==> src/rtc_trim_dst_pkg.sv <==
// shared constants and carrier types for the trim, mains check and summer-time block
package rtc_trim_dst_pkg;

    // register byte offsets
    localparam logic [7:0] ADDR_FINE_TRIM     = 8'h14;
    localparam logic [7:0] ADDR_START_MONTH   = 8'h15;
    localparam logic [7:0] ADDR_START_WEEKDAY = 8'h16;
    localparam logic [7:0] ADDR_START_DATE    = 8'h17;
    localparam logic [7:0] ADDR_START_HOUR    = 8'h18;
    localparam logic [7:0] ADDR_END_MONTH     = 8'h19;
    localparam logic [7:0] ADDR_END_WEEKDAY   = 8'h1a;
    localparam logic [7:0] ADDR_END_DATE      = 8'h1b;
    localparam logic [7:0] ADDR_END_HOUR      = 8'h1c;

    // values after reset
    localparam logic [7:0] RESET_FINE_TRIM     = 8'h00;
    localparam logic [7:0] RESET_START_MONTH   = 8'h04;
    localparam logic [7:0] RESET_START_WEEKDAY = 8'h00;
    localparam logic [7:0] RESET_START_DATE    = 8'h01;
    localparam logic [7:0] RESET_START_HOUR    = 8'h02;
    localparam logic [7:0] RESET_END_MONTH     = 8'h10;
    localparam logic [7:0] RESET_END_WEEKDAY   = 8'h00;
    localparam logic [7:0] RESET_END_DATE      = 8'h01;
    localparam logic [7:0] RESET_END_HOUR      = 8'h02;

    // writable bits of each register; the rest read as zero
    localparam logic [7:0] MASK_FINE_TRIM = 8'h1f;
    localparam logic [7:0] MASK_MONTH     = 8'h1f;
    localparam logic [7:0] MASK_START_MON = 8'h9f;
    localparam logic [7:0] MASK_WEEKDAY   = 8'h7f;
    localparam logic [7:0] MASK_DATE      = 8'h3f;
    localparam logic [7:0] MASK_HOUR      = 8'hbf;

    // field positions
    localparam int MIN_LEVEL_BIT      = 4;
    localparam int ENABLE_BIT         = 7;
    localparam int PRIORITY_BIT       = 6;
    localparam int WEEK_LSB           = 3;
    localparam int FORMAT_BIT         = 7;

    // crystal counts: one second and a 10 ppm step (one count per 100000)
    localparam logic [14:0] XTAL_PER_SECOND = 15'h7fff;
    localparam int          PPM_STEP_COUNTS = 100000;

    // expected crystal counts for each qualification length
    localparam logic [13:0] EXPECT_60_1  = 14'h0222;   // 546
    localparam logic [13:0] EXPECT_60_6  = 14'h0ccd;   // 3277
    localparam logic [13:0] EXPECT_60_12 = 14'h199a;   // 6554
    localparam logic [13:0] EXPECT_50_1  = 14'h028f;   // 655
    localparam logic [13:0] EXPECT_50_5  = 14'h0ccd;   // 3277
    localparam logic [13:0] EXPECT_50_10 = 14'h199a;   // 6554

    typedef struct packed {
        logic [7:0] month;
        logic [7:0] date;
        logic [2:0] weekday;
        logic [7:0] hour;
    } rtc_time_type;

    typedef struct packed {
        logic [7:0] month;
        logic [7:0] weekday;
        logic [7:0] date;
        logic [7:0] hour;
    } dst_setting_type;

endpackage

==> src/mains_qual_checker.sv <==
// counts crystal cycles across a chosen number of mains cycles and judges the error
`timescale 1ns/1ps
module mains_qual_checker
    import rtc_trim_dst_pkg::*;
(
    input  wire logic       clk_sys,
    input  wire logic       reset,
    input  wire logic       xtal_tick,
    input  wire logic       ac_rise,
    input  wire logic [1:0] mains_qual_period_select,
    input  wire logic       line_freq_select,
    input  wire logic [1:0] mains_error_budget_select,
    output logic            mains_qual_fail,
    output logic            qual_done
);
    logic [3:0]  cycles_wanted;
    logic [13:0] expected;
    logic [4:0]  budget;
    logic [3:0]  cycles_seen;
    logic [14:0] xtal_count;
    logic        counting;
    logic [14:0] deviation;

    always_comb begin
        case (mains_qual_period_select)
            2'b01:   cycles_wanted = 4'd1;
            2'b10:   cycles_wanted = line_freq_select ? 4'd5 : 4'd6;
            default: cycles_wanted = line_freq_select ? 4'd10 : 4'd12;
        endcase
        case (mains_qual_period_select)
            2'b01:   expected = line_freq_select ? EXPECT_50_1 : EXPECT_60_1;
            2'b10:   expected = line_freq_select ? EXPECT_50_5 : EXPECT_60_6;
            default: expected = line_freq_select ? EXPECT_50_10 : EXPECT_60_12;
        endcase
        case (mains_error_budget_select)
            2'b00:   budget = {1'b0, cycles_wanted};
            2'b01:   budget = {cycles_wanted, 1'b0};
            2'b10:   budget = 5'd1;
            default: budget = 5'd2;
        endcase
        if (xtal_count > {1'b0, expected}) begin
            deviation = xtal_count - {1'b0, expected};
        end else begin
            deviation = {1'b0, expected} - xtal_count;
        end
    end

    // the window is framed by mains edges, so the first edge only opens it
    always_ff @(posedge clk_sys) begin
        if (reset || mains_qual_period_select == 2'b00) begin
            counting    <= 1'b0;
            cycles_seen <= 4'd0;
            xtal_count  <= 15'd0;
        end else if (ac_rise) begin
            counting <= 1'b1;
            if (counting && cycles_seen + 4'd1 == cycles_wanted) begin
                cycles_seen <= 4'd0;
                xtal_count  <= {14'd0, xtal_tick};
            end else begin
                cycles_seen <= counting ? cycles_seen + 4'd1 : 4'd0;
                xtal_count  <= counting ? xtal_count + {14'd0, xtal_tick}
                                        : {14'd0, xtal_tick};
            end
        end else if (counting && xtal_tick && xtal_count != 15'h7fff) begin
            xtal_count <= xtal_count + 15'd1;
        end
    end

    always_ff @(posedge clk_sys) begin
        if (reset || mains_qual_period_select == 2'b00) begin
            mains_qual_fail <= 1'b0;
            qual_done       <= 1'b0;
        end else begin
            qual_done <= 1'b0;
            if (ac_rise && counting && cycles_seen + 4'd1 == cycles_wanted) begin
                mains_qual_fail <= deviation > {10'd0, budget};
                qual_done       <= 1'b1;
            end
        end
    end
endmodule // mains_qual_checker

==> src/dst_match.sv <==
// compares the running calendar with one summer-time switch setting
`timescale 1ns/1ps
module dst_match
    import rtc_trim_dst_pkg::*;
(
    input  wire rtc_time_type    now,
    input  wire dst_setting_type setting,
    output logic                 hit
);
    logic [5:0] date_bin;
    logic [2:0] occurrence;
    logic       day_ok;

    always_comb begin
        date_bin   = 6'(now.date[5:4]) * 6'd10 + {2'b00, now.date[3:0]};
        occurrence = 3'((date_bin - 6'd1) / 6'd7) + 3'd1;
        if (setting.weekday[PRIORITY_BIT]) begin
            day_ok = (now.weekday == setting.weekday[2:0])
                   && (occurrence == setting.weekday[5:WEEK_LSB]);
        end else begin
            day_ok = now.date == setting.date;
        end
        // a format mismatch never matches, so the jump cannot happen
        hit = (now.month == setting.month) && day_ok
            && (now.hour == setting.hour);
    end
endmodule // dst_match

==> src/rtc_trim_dst_control.sv <==
// crystal trim, mains qualification and summer-time switching for the clock core
// Operation
// - budget codes 00/01 allow one or two counts per counted mains cycle
// - budget codes 10/11 allow one or two counts in total
// - pass only when count deviation stays within the chosen budget
// - level select bit picks 5% or 10% of supply threshold
// - trim codes 0001 to 0110 give +10 to +60 ppm
// - codes 1001 to 1110 give -10 to -60 ppm; others no change
// - summer-time enable bit seven of start month, cleared at power-up
// - start month field, default April 04h
// - start weekday 0 to 6, default Sunday; priority bit selects weekday match
// - start date used only without weekday priority, default 01h
// - start hour carries format bit, default 02h, jumps two to three
// - end month field, default October 10h
// - end weekday 0 to 6, default Sunday; priority bit selects weekday match
// - end date used only without weekday priority, default first day
// - end match steps the clock back two to one
// - eight consecutive bytes hold start then end settings
// - period select counts 1/6/12 or 1/5/10 mains cycles, 00 off
// - count outside allowed window sets the mains failure flag
`timescale 1ns/1ps
module rtc_trim_dst_control
    import rtc_trim_dst_pkg::*;
(
    input  wire logic       clk_sys,
    input  wire logic       reset,
    // register port from the serial interface
    input  wire logic [7:0] reg_addr,
    input  wire logic [7:0] reg_wdata,
    input  wire logic       reg_write,
    input  wire logic       reg_read,
    output logic [7:0]      reg_rdata,
    // loose bits held by the neighbouring mains register
    input  wire logic [1:0] mains_error_budget_select,
    input  wire logic [1:0] mains_qual_period_select,
    input  wire logic       line_freq_select,
    // pins
    input  wire logic       xtal_clk_pin,
    input  wire logic       ac_in_pin,
    // calendar from the clock core
    input  wire rtc_time_type now,
    input  wire logic       hour_rollover,
    // outputs
    output logic            mains_min_level_select,
    output logic            mains_qual_fail,
    output logic            qual_done,
    output logic            second_tick,
    output logic            dst_step_forward,
    output logic            dst_step_back
);
    logic [7:0]      fine_trim_and_ac_level;
    logic [7:0]      summer_start_month_reg;
    logic [7:0]      summer_start_weekday_reg;
    logic [7:0]      summer_start_date_reg;
    logic [7:0]      summer_start_hour_reg;
    logic [7:0]      summer_end_month_reg;
    logic [7:0]      summer_end_weekday_reg;
    logic [7:0]      summer_end_date_reg;
    logic [7:0]      summer_end_hour_reg;

    logic [1:0]      xtal_sync;
    logic [1:0]      ac_sync;
    logic            xtal_last;
    logic            ac_last;
    logic            xtal_tick;
    logic            ac_rise;

    logic [3:0]      crystal_digital_trim;
    logic [2:0]      trim_magnitude;
    logic            trim_slow_down;
    logic [16:0]     trim_interval;
    logic [16:0]     trim_count;
    logic            trim_due;
    logic            trim_pending;
    logic [14:0]     second_divider;
    logic [14:0]     next_second_divider;
    logic            second_wrap;

    dst_setting_type start_setting;
    dst_setting_type end_setting;
    logic            start_hit;
    logic            end_hit;
    logic            start_done;
    logic            end_done;
    logic            start_fire;
    logic            end_fire;
    logic            summer_time_enable;
    logic [7:0]      next_rdata;

    // register file; the eight summer-time bytes sit back to back after trim
    always_ff @(posedge clk_sys) begin
        if (reset) begin
            fine_trim_and_ac_level   <= RESET_FINE_TRIM;
            summer_start_month_reg   <= RESET_START_MONTH;
            summer_start_weekday_reg <= RESET_START_WEEKDAY;
            summer_start_date_reg    <= RESET_START_DATE;
            summer_start_hour_reg    <= RESET_START_HOUR;
            summer_end_month_reg     <= RESET_END_MONTH;
            summer_end_weekday_reg   <= RESET_END_WEEKDAY;
            summer_end_date_reg      <= RESET_END_DATE;
            summer_end_hour_reg      <= RESET_END_HOUR;
        end else if (reg_write) begin
            if (reg_addr == ADDR_FINE_TRIM) begin
                fine_trim_and_ac_level <= reg_wdata & MASK_FINE_TRIM;
            end else if (reg_addr == ADDR_START_MONTH) begin
                summer_start_month_reg <= reg_wdata & MASK_START_MON;
            end else if (reg_addr == ADDR_START_WEEKDAY) begin
                summer_start_weekday_reg <= reg_wdata & MASK_WEEKDAY;
            end else if (reg_addr == ADDR_START_DATE) begin
                summer_start_date_reg <= reg_wdata & MASK_DATE;
            end else if (reg_addr == ADDR_START_HOUR) begin
                summer_start_hour_reg <= reg_wdata & MASK_HOUR;
            end else if (reg_addr == ADDR_END_MONTH) begin
                summer_end_month_reg <= reg_wdata & MASK_MONTH;
            end else if (reg_addr == ADDR_END_WEEKDAY) begin
                summer_end_weekday_reg <= reg_wdata & MASK_WEEKDAY;
            end else if (reg_addr == ADDR_END_DATE) begin
                summer_end_date_reg <= reg_wdata & MASK_DATE;
            end else if (reg_addr == ADDR_END_HOUR) begin
                summer_end_hour_reg <= reg_wdata & MASK_HOUR;
            end
        end
    end

    always_comb begin
        if (reg_addr == ADDR_FINE_TRIM) begin
            next_rdata = fine_trim_and_ac_level;
        end else if (reg_addr == ADDR_START_MONTH) begin
            next_rdata = summer_start_month_reg;
        end else if (reg_addr == ADDR_START_WEEKDAY) begin
            next_rdata = summer_start_weekday_reg;
        end else if (reg_addr == ADDR_START_DATE) begin
            next_rdata = summer_start_date_reg;
        end else if (reg_addr == ADDR_START_HOUR) begin
            next_rdata = summer_start_hour_reg;
        end else if (reg_addr == ADDR_END_MONTH) begin
            next_rdata = summer_end_month_reg;
        end else if (reg_addr == ADDR_END_WEEKDAY) begin
            next_rdata = summer_end_weekday_reg;
        end else if (reg_addr == ADDR_END_DATE) begin
            next_rdata = summer_end_date_reg;
        end else if (reg_addr == ADDR_END_HOUR) begin
            next_rdata = summer_end_hour_reg;
        end else begin
            next_rdata = 8'h00;
        end
    end

    // read data holds until the next read
    always_ff @(posedge clk_sys) begin
        if (reset) begin
            reg_rdata <= 8'h00;
        end else if (reg_read) begin
            reg_rdata <= next_rdata;
        end
    end

    always_ff @(posedge clk_sys) begin
        if (reset) begin
            mains_min_level_select <= 1'b0;
        end else begin
            mains_min_level_select <= fine_trim_and_ac_level[MIN_LEVEL_BIT];
        end
    end

    // pins cross into the system clock through two flops before edge detection
    always_ff @(posedge clk_sys) begin
        if (reset) begin
            xtal_sync <= 2'b00;
            xtal_last <= 1'b0;
        end else begin
            xtal_sync <= {xtal_sync[0], xtal_clk_pin};
            xtal_last <= xtal_sync[1];
        end
    end

    // same two-flop path for mains so both edges keep equal latency
    always_ff @(posedge clk_sys) begin
        if (reset) begin
            ac_sync <= 2'b00;
            ac_last <= 1'b0;
        end else begin
            ac_sync <= {ac_sync[0], ac_in_pin};
            ac_last <= ac_sync[1];
        end
    end

    assign xtal_tick = xtal_sync[1] && !xtal_last;
    assign ac_rise   = ac_sync[1] && !ac_last;

    mains_qual_checker qual (
        .clk_sys                  (clk_sys),
        .reset                    (reset),
        .xtal_tick                (xtal_tick),
        .ac_rise                  (ac_rise),
        .mains_qual_period_select (mains_qual_period_select),
        .line_freq_select         (line_freq_select),
        .mains_error_budget_select(mains_error_budget_select),
        .mains_qual_fail          (mains_qual_fail),
        .qual_done                (qual_done)
    );

    // trim decode: magnitude in 10 ppm steps and its direction
    // low bits 000 and 111 mean no correction in either direction
    assign crystal_digital_trim = fine_trim_and_ac_level[3:0];

    always_comb begin
        trim_slow_down = crystal_digital_trim[3];
        if (crystal_digital_trim[2:0] == 3'b000 || crystal_digital_trim[2:0] == 3'b111) begin
            trim_magnitude = 3'd0;
        end else begin
            trim_magnitude = crystal_digital_trim[2:0];
        end
        case (trim_magnitude)
            3'd1:    trim_interval = 17'(PPM_STEP_COUNTS / 1);
            3'd2:    trim_interval = 17'(PPM_STEP_COUNTS / 2);
            3'd3:    trim_interval = 17'(PPM_STEP_COUNTS / 3);
            3'd4:    trim_interval = 17'(PPM_STEP_COUNTS / 4);
            3'd5:    trim_interval = 17'(PPM_STEP_COUNTS / 5);
            default: trim_interval = 17'(PPM_STEP_COUNTS / 6);
        endcase
    end

    // the correction interval restarts whenever it is reached
    always_ff @(posedge clk_sys) begin
        if (reset || trim_magnitude == 3'd0) begin
            trim_count <= 17'd0;
            trim_due   <= 1'b0;
        end else begin
            trim_due <= 1'b0;
            if (xtal_tick && trim_count + 17'd1 >= trim_interval) begin
                trim_count <= 17'd0;
                trim_due   <= 1'b1;
            end else if (xtal_tick) begin
                trim_count <= trim_count + 17'd1;
            end
        end
    end

    // faster clock skips one count, slower clock swallows one count
    // a correction landing on the wrap count is lost for that second
    always_comb begin
        next_second_divider = second_divider;
        second_wrap         = 1'b0;
        if (xtal_tick) begin
            if (trim_pending && trim_slow_down) begin
                next_second_divider = second_divider;
            end else if (trim_pending) begin
                next_second_divider = second_divider + 15'd2;
            end else begin
                next_second_divider = second_divider + 15'd1;
            end
            if (second_divider == XTAL_PER_SECOND
                || (trim_pending && !trim_slow_down
                    && second_divider == XTAL_PER_SECOND - 15'd1)) begin
                second_wrap         = 1'b1;
                next_second_divider = 15'd0;
            end
        end
    end

    always_ff @(posedge clk_sys) begin
        if (reset) begin
            second_divider <= 15'd0;
            second_tick    <= 1'b0;
        end else begin
            second_divider <= next_second_divider;
            second_tick    <= second_wrap;
        end
    end

    // one pending correction is consumed by the next crystal count;
    // a new correction wins over a consumption in the same cycle
    always_ff @(posedge clk_sys) begin
        if (reset || trim_magnitude == 3'd0) begin
            trim_pending <= 1'b0;
        end else if (trim_due) begin
            trim_pending <= 1'b1;
        end else if (xtal_tick) begin
            trim_pending <= 1'b0;
        end
    end

    // summer-time comparison
    assign summer_time_enable = summer_start_month_reg[ENABLE_BIT];
    assign start_setting = '{month:   {1'b0, summer_start_month_reg[6:0]},
                             weekday: summer_start_weekday_reg,
                             date:    summer_start_date_reg,
                             hour:    summer_start_hour_reg};
    assign end_setting   = '{month:   summer_end_month_reg,
                             weekday: summer_end_weekday_reg,
                             date:    summer_end_date_reg,
                             hour:    summer_end_hour_reg};

    // both settings are compared every cycle; only a rollover acts on them
    dst_match start_cmp (
        .now     (now),
        .setting (start_setting),
        .hit     (start_hit)
    );

    dst_match end_cmp (
        .now     (now),
        .setting (end_setting),
        .hit     (end_hit)
    );

    // the done flags stop the end jump from firing again when the hour
    // comes round a second time after stepping back
    assign start_fire = hour_rollover && summer_time_enable && start_hit && !start_done;
    // forward wins when both settings match the same hour
    assign end_fire   = hour_rollover && summer_time_enable && end_hit && !end_done
                        && !start_fire;

    always_ff @(posedge clk_sys) begin
        if (reset || now.month != start_setting.month) begin
            start_done <= 1'b0;
        end else if (start_fire) begin
            start_done <= 1'b1;
        end
    end

    always_ff @(posedge clk_sys) begin
        if (reset || now.month != end_setting.month) begin
            end_done <= 1'b0;
        end else if (end_fire) begin
            end_done <= 1'b1;
        end
    end

    always_ff @(posedge clk_sys) begin
        if (reset) begin
            dst_step_forward <= 1'b0;
            dst_step_back    <= 1'b0;
        end else begin
            dst_step_forward <= start_fire;
            dst_step_back    <= end_fire;
        end
    end
endmodule // rtc_trim_dst_control

==> config.mk <==
export PLATFORM = sky130hd
export DESIGN_NAME = rtc_trim_dst_control
export DESIGN_NICKNAME = d
export VERILOG_FILES = /design/src/rtc_trim_dst_pkg.sv /design/src/mains_qual_checker.sv /design/src/dst_match.sv /design/src/rtc_trim_dst_control.sv
export SDC_FILE = /design/constraint.sdc
export NUM_CORES = 1
export LEC_CHECK = 0
export ABC_AREA = 1
export BUFFER_PORTS_ARGS = -buffer_cell sky130_fd_sc_hd__clkbuf_2
export CAP_MARGIN = 20
export CORE_UTILIZATION = 60
export DETAILED_ROUTE_END_ITERATION = 10
export GPL_ROUTABILITY_DRIVEN = 0
export GPL_TIMING_DRIVEN = 0
export PLACE_DENSITY = 0.81
export RECOVER_POWER = 100
export SETUP_SLACK_MARGIN = 0.3
export SLEW_MARGIN = 20
export SYNTH_ARGS = -nofsm -noshare
export SYNTH_HDL_FRONTEND = slang
export SYNTH_SLANG_ARGS = --single-unit
export TNS_END_PERCENT = 30
==> constraint.sdc <==
create_clock -name clk_sys -period 15.6 [get_ports clk_sys]
set_input_delay 3.9 -clock clk_sys [delete_from_list [all_inputs] [get_ports clk_sys]]
set_output_delay 3.9 -clock clk_sys [all_outputs]
set_load 0.1 [all_outputs]
Word level (Yosys, flattened, before mapping)
Cells that the tools add are included.
{ "totals": {"register_bits": 132, "in_bits": 55} }
{ "op_classes": {"add_sub_neg": 11, "multipliers": 1, "div_mod_pow": 1, "n_lt_le_gt_ge": 3, "n_eq_ne": 36, "muxes": 34, "bitwise": 9, "n_reduce_logical": 53} }
{ "op_table": {"columns": ["op", "count"], "rows": [
  ["$mux W15", 8],
  ["$pmux W17 S5", 1],
  ["$mux W8", 10],
  ["$eq A8 B5 Y1 const B", 9],
  ["$add A15 B1 Y15 const B", 2],
  ["$eq A15 B15 Y1 const B", 2],
  ["$pmux W14 S2", 1],
  ["$logic_and A1 B1 Y1", 23],
  ["$add A17 B1 Y17 const B", 1],
  ["$ge A17 B17 Y1", 1],
  ["$eq A8 B5 Y1", 2],
  ["$eq A8 B6 Y1", 2],
  ["$eq A8 B8 Y1", 2],
  ["$ne A8 B5 Y1", 2],
  ["$add A15 B1 Y15", 1],
  ["$add A15 B2 Y15 const B", 1],
  ["$gt A15 B14 Y1", 1],
  ["$gt A15 B5 Y1", 1],
  ["$ne A15 B15 Y1 const B", 1],
  ["$pmux W5 S3", 1],
  ["$sub A14 B15 Y15", 1],
  ["$sub A15 B14 Y15", 1],
  ["$eq A3 B3 Y1", 4],
  ["$reduce_and A10 Y1", 1],
  ["other kinds (33)", 69]
]} }

Logic depth before layout (Yosys ltp)
{ "depth": {"depth_word": 14, "mapped_depth": 36} }

Hierarchy
Synthesis repeated with hierarchy kept, for this count alone.
{ "unflattened": {"cells_unflattened": 1783, "hier_area_um2": 11717.5} }
{ "by_module_without_submodules": {"columns": ["mod", "instances", "cells_each", "area_each_um2", "seq_area_each_um2"], "rows": [
  ["rtc_trim_dst_control", 1, 825, 5898.2, 2202.1],
  ["mains_qual_checker", 1, 594, 3500.9, 440.4],
  ["dst_match (start_cmp)", 1, 183, 1166.1, 0.0],
  ["dst_match (end_cmp)", 1, 181, 1152.4, 0.0]
]} }

Least setup slack after synthesis
Ideal clock, no wire load.
{ "synth_path": {"kind": "input-to-reg", "startpoint": "in now[12] (netlist bit)", "endpoint": "reg end_done", "setup_ps": 117, "arrival_time_ps": 7762, "t_required_ps": 15483, "path_slack_ps": 7721, "path_stages": 35, "cell_sequence": "inv_1 -> ha_1 -> inv_1 -> ha_1 -> inv_1 -> fa_1 -> inv_1 -> nand2_1 -> nand2_1 -> inv_1 -> ha_1 -> inv_1 -> nand2_1 -> nand3_1 -> nand3_2 -> o21bai_2 -> nand2_1 -> nand2_1 -> inv_1 -> ha_1 -> nand3_1 -> inv_1 -> nor2_2 -> nand3_1 -> nand3_2 -> nand3_2 -> ha_1 -> xnor2_1 -> nand4_1 -> nor2_1 -> nand3_1 -> nand2_1 -> nand2_2 -> nand2_1 -> a21oi_1"} }
{ "synth_via": {"elab_chain_cells": 13, "elab_cells_between_ends": 22, "classes_between": "3 x add/sub; 1 x div; 4 x eq/ne; 2 x mux; 12 x reduce/logical"} }
{ "synth_rtl": {"columns": ["item", "line_no", "source"], "rows": [
  ["from (decl)", "rtc_trim_dst_control.sv:41", "input wire rtc_time_type now,"],
  ["$add A6 B4 Y6", "dst_match.sv:15", "date_bin = 6'(now.date[5:4]) * 6'd10 + {2'b00, now.date[3:0]};"],
  ["$sub A6 B1 Y6", "dst_match.sv:16", "occurrence = 3'((date_bin - 6'd1) / 6'd7) + 3'd1;"],
  ["$div A6 B3 Y6", "dst_match.sv:16", null],
  ["$add A3 B1 Y3", "dst_match.sv:16", null],
  ["$eq A3 B3 Y1", "dst_match.sv:19", "&& (occurrence == setting.weekday[5:WEEK_LSB]);"],
  ["$logic_and A1 B1 Y1", "dst_match.sv:19", null],
  ["$mux W1", "dst_match.sv:17", "if (setting.weekday[PRIORITY_BIT]) begin"],
  ["$logic_and A1 B1 Y1", "dst_match.sv:24", "hit = (now.month == setting.month) && day_ok"],
  ["$logic_and A1 B1 Y1", "dst_match.sv:25", "&& (now.hour == setting.hour);"],
  ["$logic_and A1 B1 Y1 (2 in series)", "rtc_trim_dst_control.sv:310", "assign start_fire = hour_rollover && summer_time_enable && start_hit && !start_done;"],
  ["$logic_not A1 Y1", "rtc_trim_dst_control.sv:313", "&& !start_fire;"],
  ["$logic_and A1 B1 Y1 (*)", "rtc_trim_dst_control.sv:313", null],
  ["to (signal assigned)", "rtc_trim_dst_control.sv:325", "end_done <= 1'b0;"],
  ["to (signal assigned)", "rtc_trim_dst_control.sv:327", "end_done <= 1'b1;"],
  ["to (decl)", "rtc_trim_dst_control.sv:84", "logic end_done;"]
]} }
Every way passes the cells marked *; elsewhere a longest branch is shown, timed or not.
A chain may end at the register's enable or synchronous reset.

Worst setup path in the final report
{ "layout_path": {"startpoint": "in mains_qual_period_select[0]", "endpoint": "reg qual.mains_qual_fail"} }
{ "layout_via": {"elab_chain_cells": 5, "elab_cells_between_ends": 14, "classes_between": "2 x add/sub; 2 x order compare; 3 x eq/ne; 4 x mux; 3 x reduce/logical"} }
{ "layout_rtl": {"columns": ["item", "line_no", "source"], "rows": [
  ["from (decl)", "rtc_trim_dst_control.sv:35", "input wire logic [1:0] mains_qual_period_select,"],
  ["$eq A2 B2 Y1 / $eq A2 B1 Y1 (equally long branches)", "mains_qual_checker.sv:25, mains_qual_checker.sv:30", null],
  ["$pmux W14 S2", "mains_qual_checker.sv:30", "case (mains_qual_period_select)"],
  ["$sub A14 B15 Y15, or another cell as far along", "mains_qual_checker.sv:44", "deviation = {1'b0, expected} - xtal_count;"],
  ["$mux W15", "mains_qual_checker.sv:41", "if (xtal_count > {1'b0, expected}) begin"],
  ["$gt A15 B5 Y1", "mains_qual_checker.sv:76", "mains_qual_fail <= deviation > {10'd0, budget};"],
  ["to (signal assigned)", "mains_qual_checker.sv:76", null],
  ["to (decl)", "mains_qual_checker.sv:13", "output logic mains_qual_fail,"]
]} }
Parallel ways exist; a longest one is shown, timed or not.

==> reports/metrics.yaml <==
floorplan.initialDensity_pct: 61.8
grt_pass1_wl_um: 45200
clock_latency_ps: 430
dpl.hpwl_um: 21400
synth_area_per_cell_um2: 6.66
root_buffer: "clkbuf_16"
die_area_um2: 16900
ant_nets: 0
cp_data_arrival_time_ps: 9170
syn_area_um2: 9850
vias: 10400
hp-class: "reg2reg"
core_area_um2: 15900
grt_use_total_pct: 33.8
cp_slowest_cell: "o311ai_0"
synth_top_area_share_pct: 26.8
worstMarginPinSlew_ps: 1180
final_cells: 1794
min_period_over_period_pct: 56.9
numPortBuffers: 66
period_minus_slack_ps: 8880
worstSetupPathType: "in2reg"
synth_top_area_cell: "dfxtp_1"
drive_above_1_share_pct: 7.16
powerDensity_nw_per_um2: 87.0
die_w_um: 130
leakage_nw: 4.70
grt_overflow_total: 0
syn_inst: 1480
clock-sinks: 132
cts_buffers: 17
critical_path.max_stage_delay_ps: 460
final_hold_viol_count: 0
area_growth_pct: 11.6
max-vdd-ir-drop_uv: 86.5
cp_common_cell: "inv_1"
yosysWarnings: 0
routed_wl_um: 27600
antenna_cells: 0
crit_path_end_kind: "register"
dieHeight_um: 130
fin_skew_ps: 8.82
cts_tree: "built"
fmax_ghz: 0.113
first_pass_iters: 6
pin_count: 69
required_ps: 15890
cts.path.max_buffers: 2
clkTransAtPathRegs_ps: 60
drv_slew: 0
rows: 46
synth_cell_types: 55
ys.flop_type: "dfxtp_1"
via_per_inst: 5.77
grt_max_degree: 17
routedWlPerCell_um: 15.4
setup-violations-final: 0
setup_tns_ps: 0
drv_cap: 0
synth_edf_count: 0
holdBufCountCts: 0
htree_levels: 4
slew-limit-headroom_pct: 22.0
dp.cells: 1762
yosys-top-cells-area: "dfxtp_1 27%, nand2_1 9.4%, ha_1 9.1%"
largestRegisters: "trim_count: 17 flops, qual.xtal_count: 15 flops, second_divider: 15 flops"
rsz0062_at_grt: "false"
largest_register_ffs: 17
critPathLaunchType: "input port"
post_cts_resized: 0
whs_ps: 420
grt_pass1_vias: 9504
status: "finished, final reports clean"
nets: 1695
drtIter0Drc: 905
synth-seq-area-share_pct: 26.8
largest_register: "trim_count"
cts_setup_buffers: 0
synth.ff_latch_count: 132
worstPathMaxFanout: 10
grt_antenna_before_repair: 0
async_reset_ff_share_pct: 0
syn_nets: 1610
drc_errors: 0
cell usage after synthesis (11+ instances only):
| master | instances |
|---|---|
| a31oi_1 | 14 |
| nor3_1 | 30 |
| xor2_1 | 53 |
| a21oi_1 | 161 |
| ha_1 | 72 |
| clkbuf_1 | 28 |
| o21ai_0 | 114 |
| nand4_1 | 21 |
| dfxtp_1 | 132 |
| o22ai_1 | 14 |
| nor4_1 | 11 |
| xnor2_1 | 21 |
| nand3_1 | 59 |
| nor2_1 | 140 |
| inv_1 | 239 |
| nand2_1 | 246 |
| o2111ai_1 | 11 |
cells in the final DEF, fill, tap and decap left out, types with 4 or more instances in the layout:
master / synthesis / layout
xor2_1: 53 / 53
inv_1: 239 / 239
o211ai_1: 10 / 10
nand3_1: 59 / 61
ha_1: 72 / 72
nand2_2: 7 / 6
clkbuf_1: 28 / 46
a221oi_1: 8 / 8
buf_2: 6 / 5
o22ai_1: 14 / 14
o21a_1: 4 / 4
nor2_1: 140 / 141
nor4_1: 11 / 11
a31oi_1: 14 / 14
clkbuf_16: 0 / 17
a211oi_1: 10 / 10
xnor2_1: 21 / 21
clkbuf_2: 1 / 51
a21oi_1: 161 / 161
o221ai_1: 9 / 9
nand4_1: 21 / 21
nand2_1: 246 / 247
dfxtp_1: 132 / 132
o2111ai_1: 11 / 11
o21ai_0: 114 / 115
nor3_1: 30 / 30
power by group:
group | total (mW) | switching (mW) | internal, mW | leakage [nW]
Sequential | 0.343 | 0.00288 | 0.340 | 1.07
Combinational | 0.217 | 0.141 | 0.0765 | 3.36
Clock | 0.397 | 0.160 | 0.237 | 0.279
Total | 0.957 | 0.304 | 0.653 | 4.70
routing by layer:
metal	global-route usage [%]	wire length (um)	part of all wire, %
met3	6.44	1990	7.2
met2	55.4	12600	46
met4	16.8	1130	4.1
met1	42.5	11900	43
met5	0	0	0
path summary, 6_finish.rpt:
check | depth (start not counted) | startpoint | to | slack [ps]
worst max-delay path | 26 | mains_qual_period_select[0] | qual.mains_qual_fail | 6720
worst min-delay path | 2 | ac_sync[0] | ac_sync[1] | 420
worst max register to register | 21 | qual.xtal_count[5] | qual.mains_qual_fail | 10940
worst min register to register | 2 | ac_sync[0] | ac_sync[1] | 420
kinds of logic (layout without fill, tap and decap cells):
kind of cell,after synthesis,count (layout),synth area share [%]
muxes,1,1,0.102
DFF,132,132,26.8
AOI/OAI and AO/OA,379,379,22.1
adders and majority gates,75,75,9.75
and+or+nand+nor,539,539,23.9
buffers and inverters,280,378,10.8
xor gates and xnor gates,74,74,6.58
through the flow:
| stage | total power [mW] | cell area [um2] | util, % | worst slack (ps) |
|---|---|---|---|---|
| 3_3_place_gp | 0.561 | 10500 | 65.6 | 6640 |
| 6_report | 0.957 | 11000 | 69.0 | 6720 |
| 2_1_floorplan | 0.513 | 9850 | - | 7720 |
| 5_1_grt | 1.00 | 11000 | 69.0 | 6320 |
| 4_1_cts | 0.960 | 11000 | 69.2 | 7010 |
| 3_5_place_dp | 0.566 | 10500 | 65.6 | 6580 |
worst max-delay path: cells and delay by family:
kind / cells / cell delay [ps]
fa+ha+maj: 3 / 950
compound gates: 6 / 1490
xor+xnor: 1 / 320
simple gates: 8 / 960
buf+inv: 8 / 1580
area by class of cell:
type / count / area (um2)
Multi-Input combinational cell: 1068 / 6130
Fill cell: 1443 / 4950
Tap cell: 216 / 270
Clock buffer: 18 / 429
Clock inverter: 14 / 153
Timing Repair Buffer: 66 / 310
Inverter: 244 / 916
Sequential cell: 132 / 2640
Buffer: 36 / 143
Power figures use the tool's default switching activity.
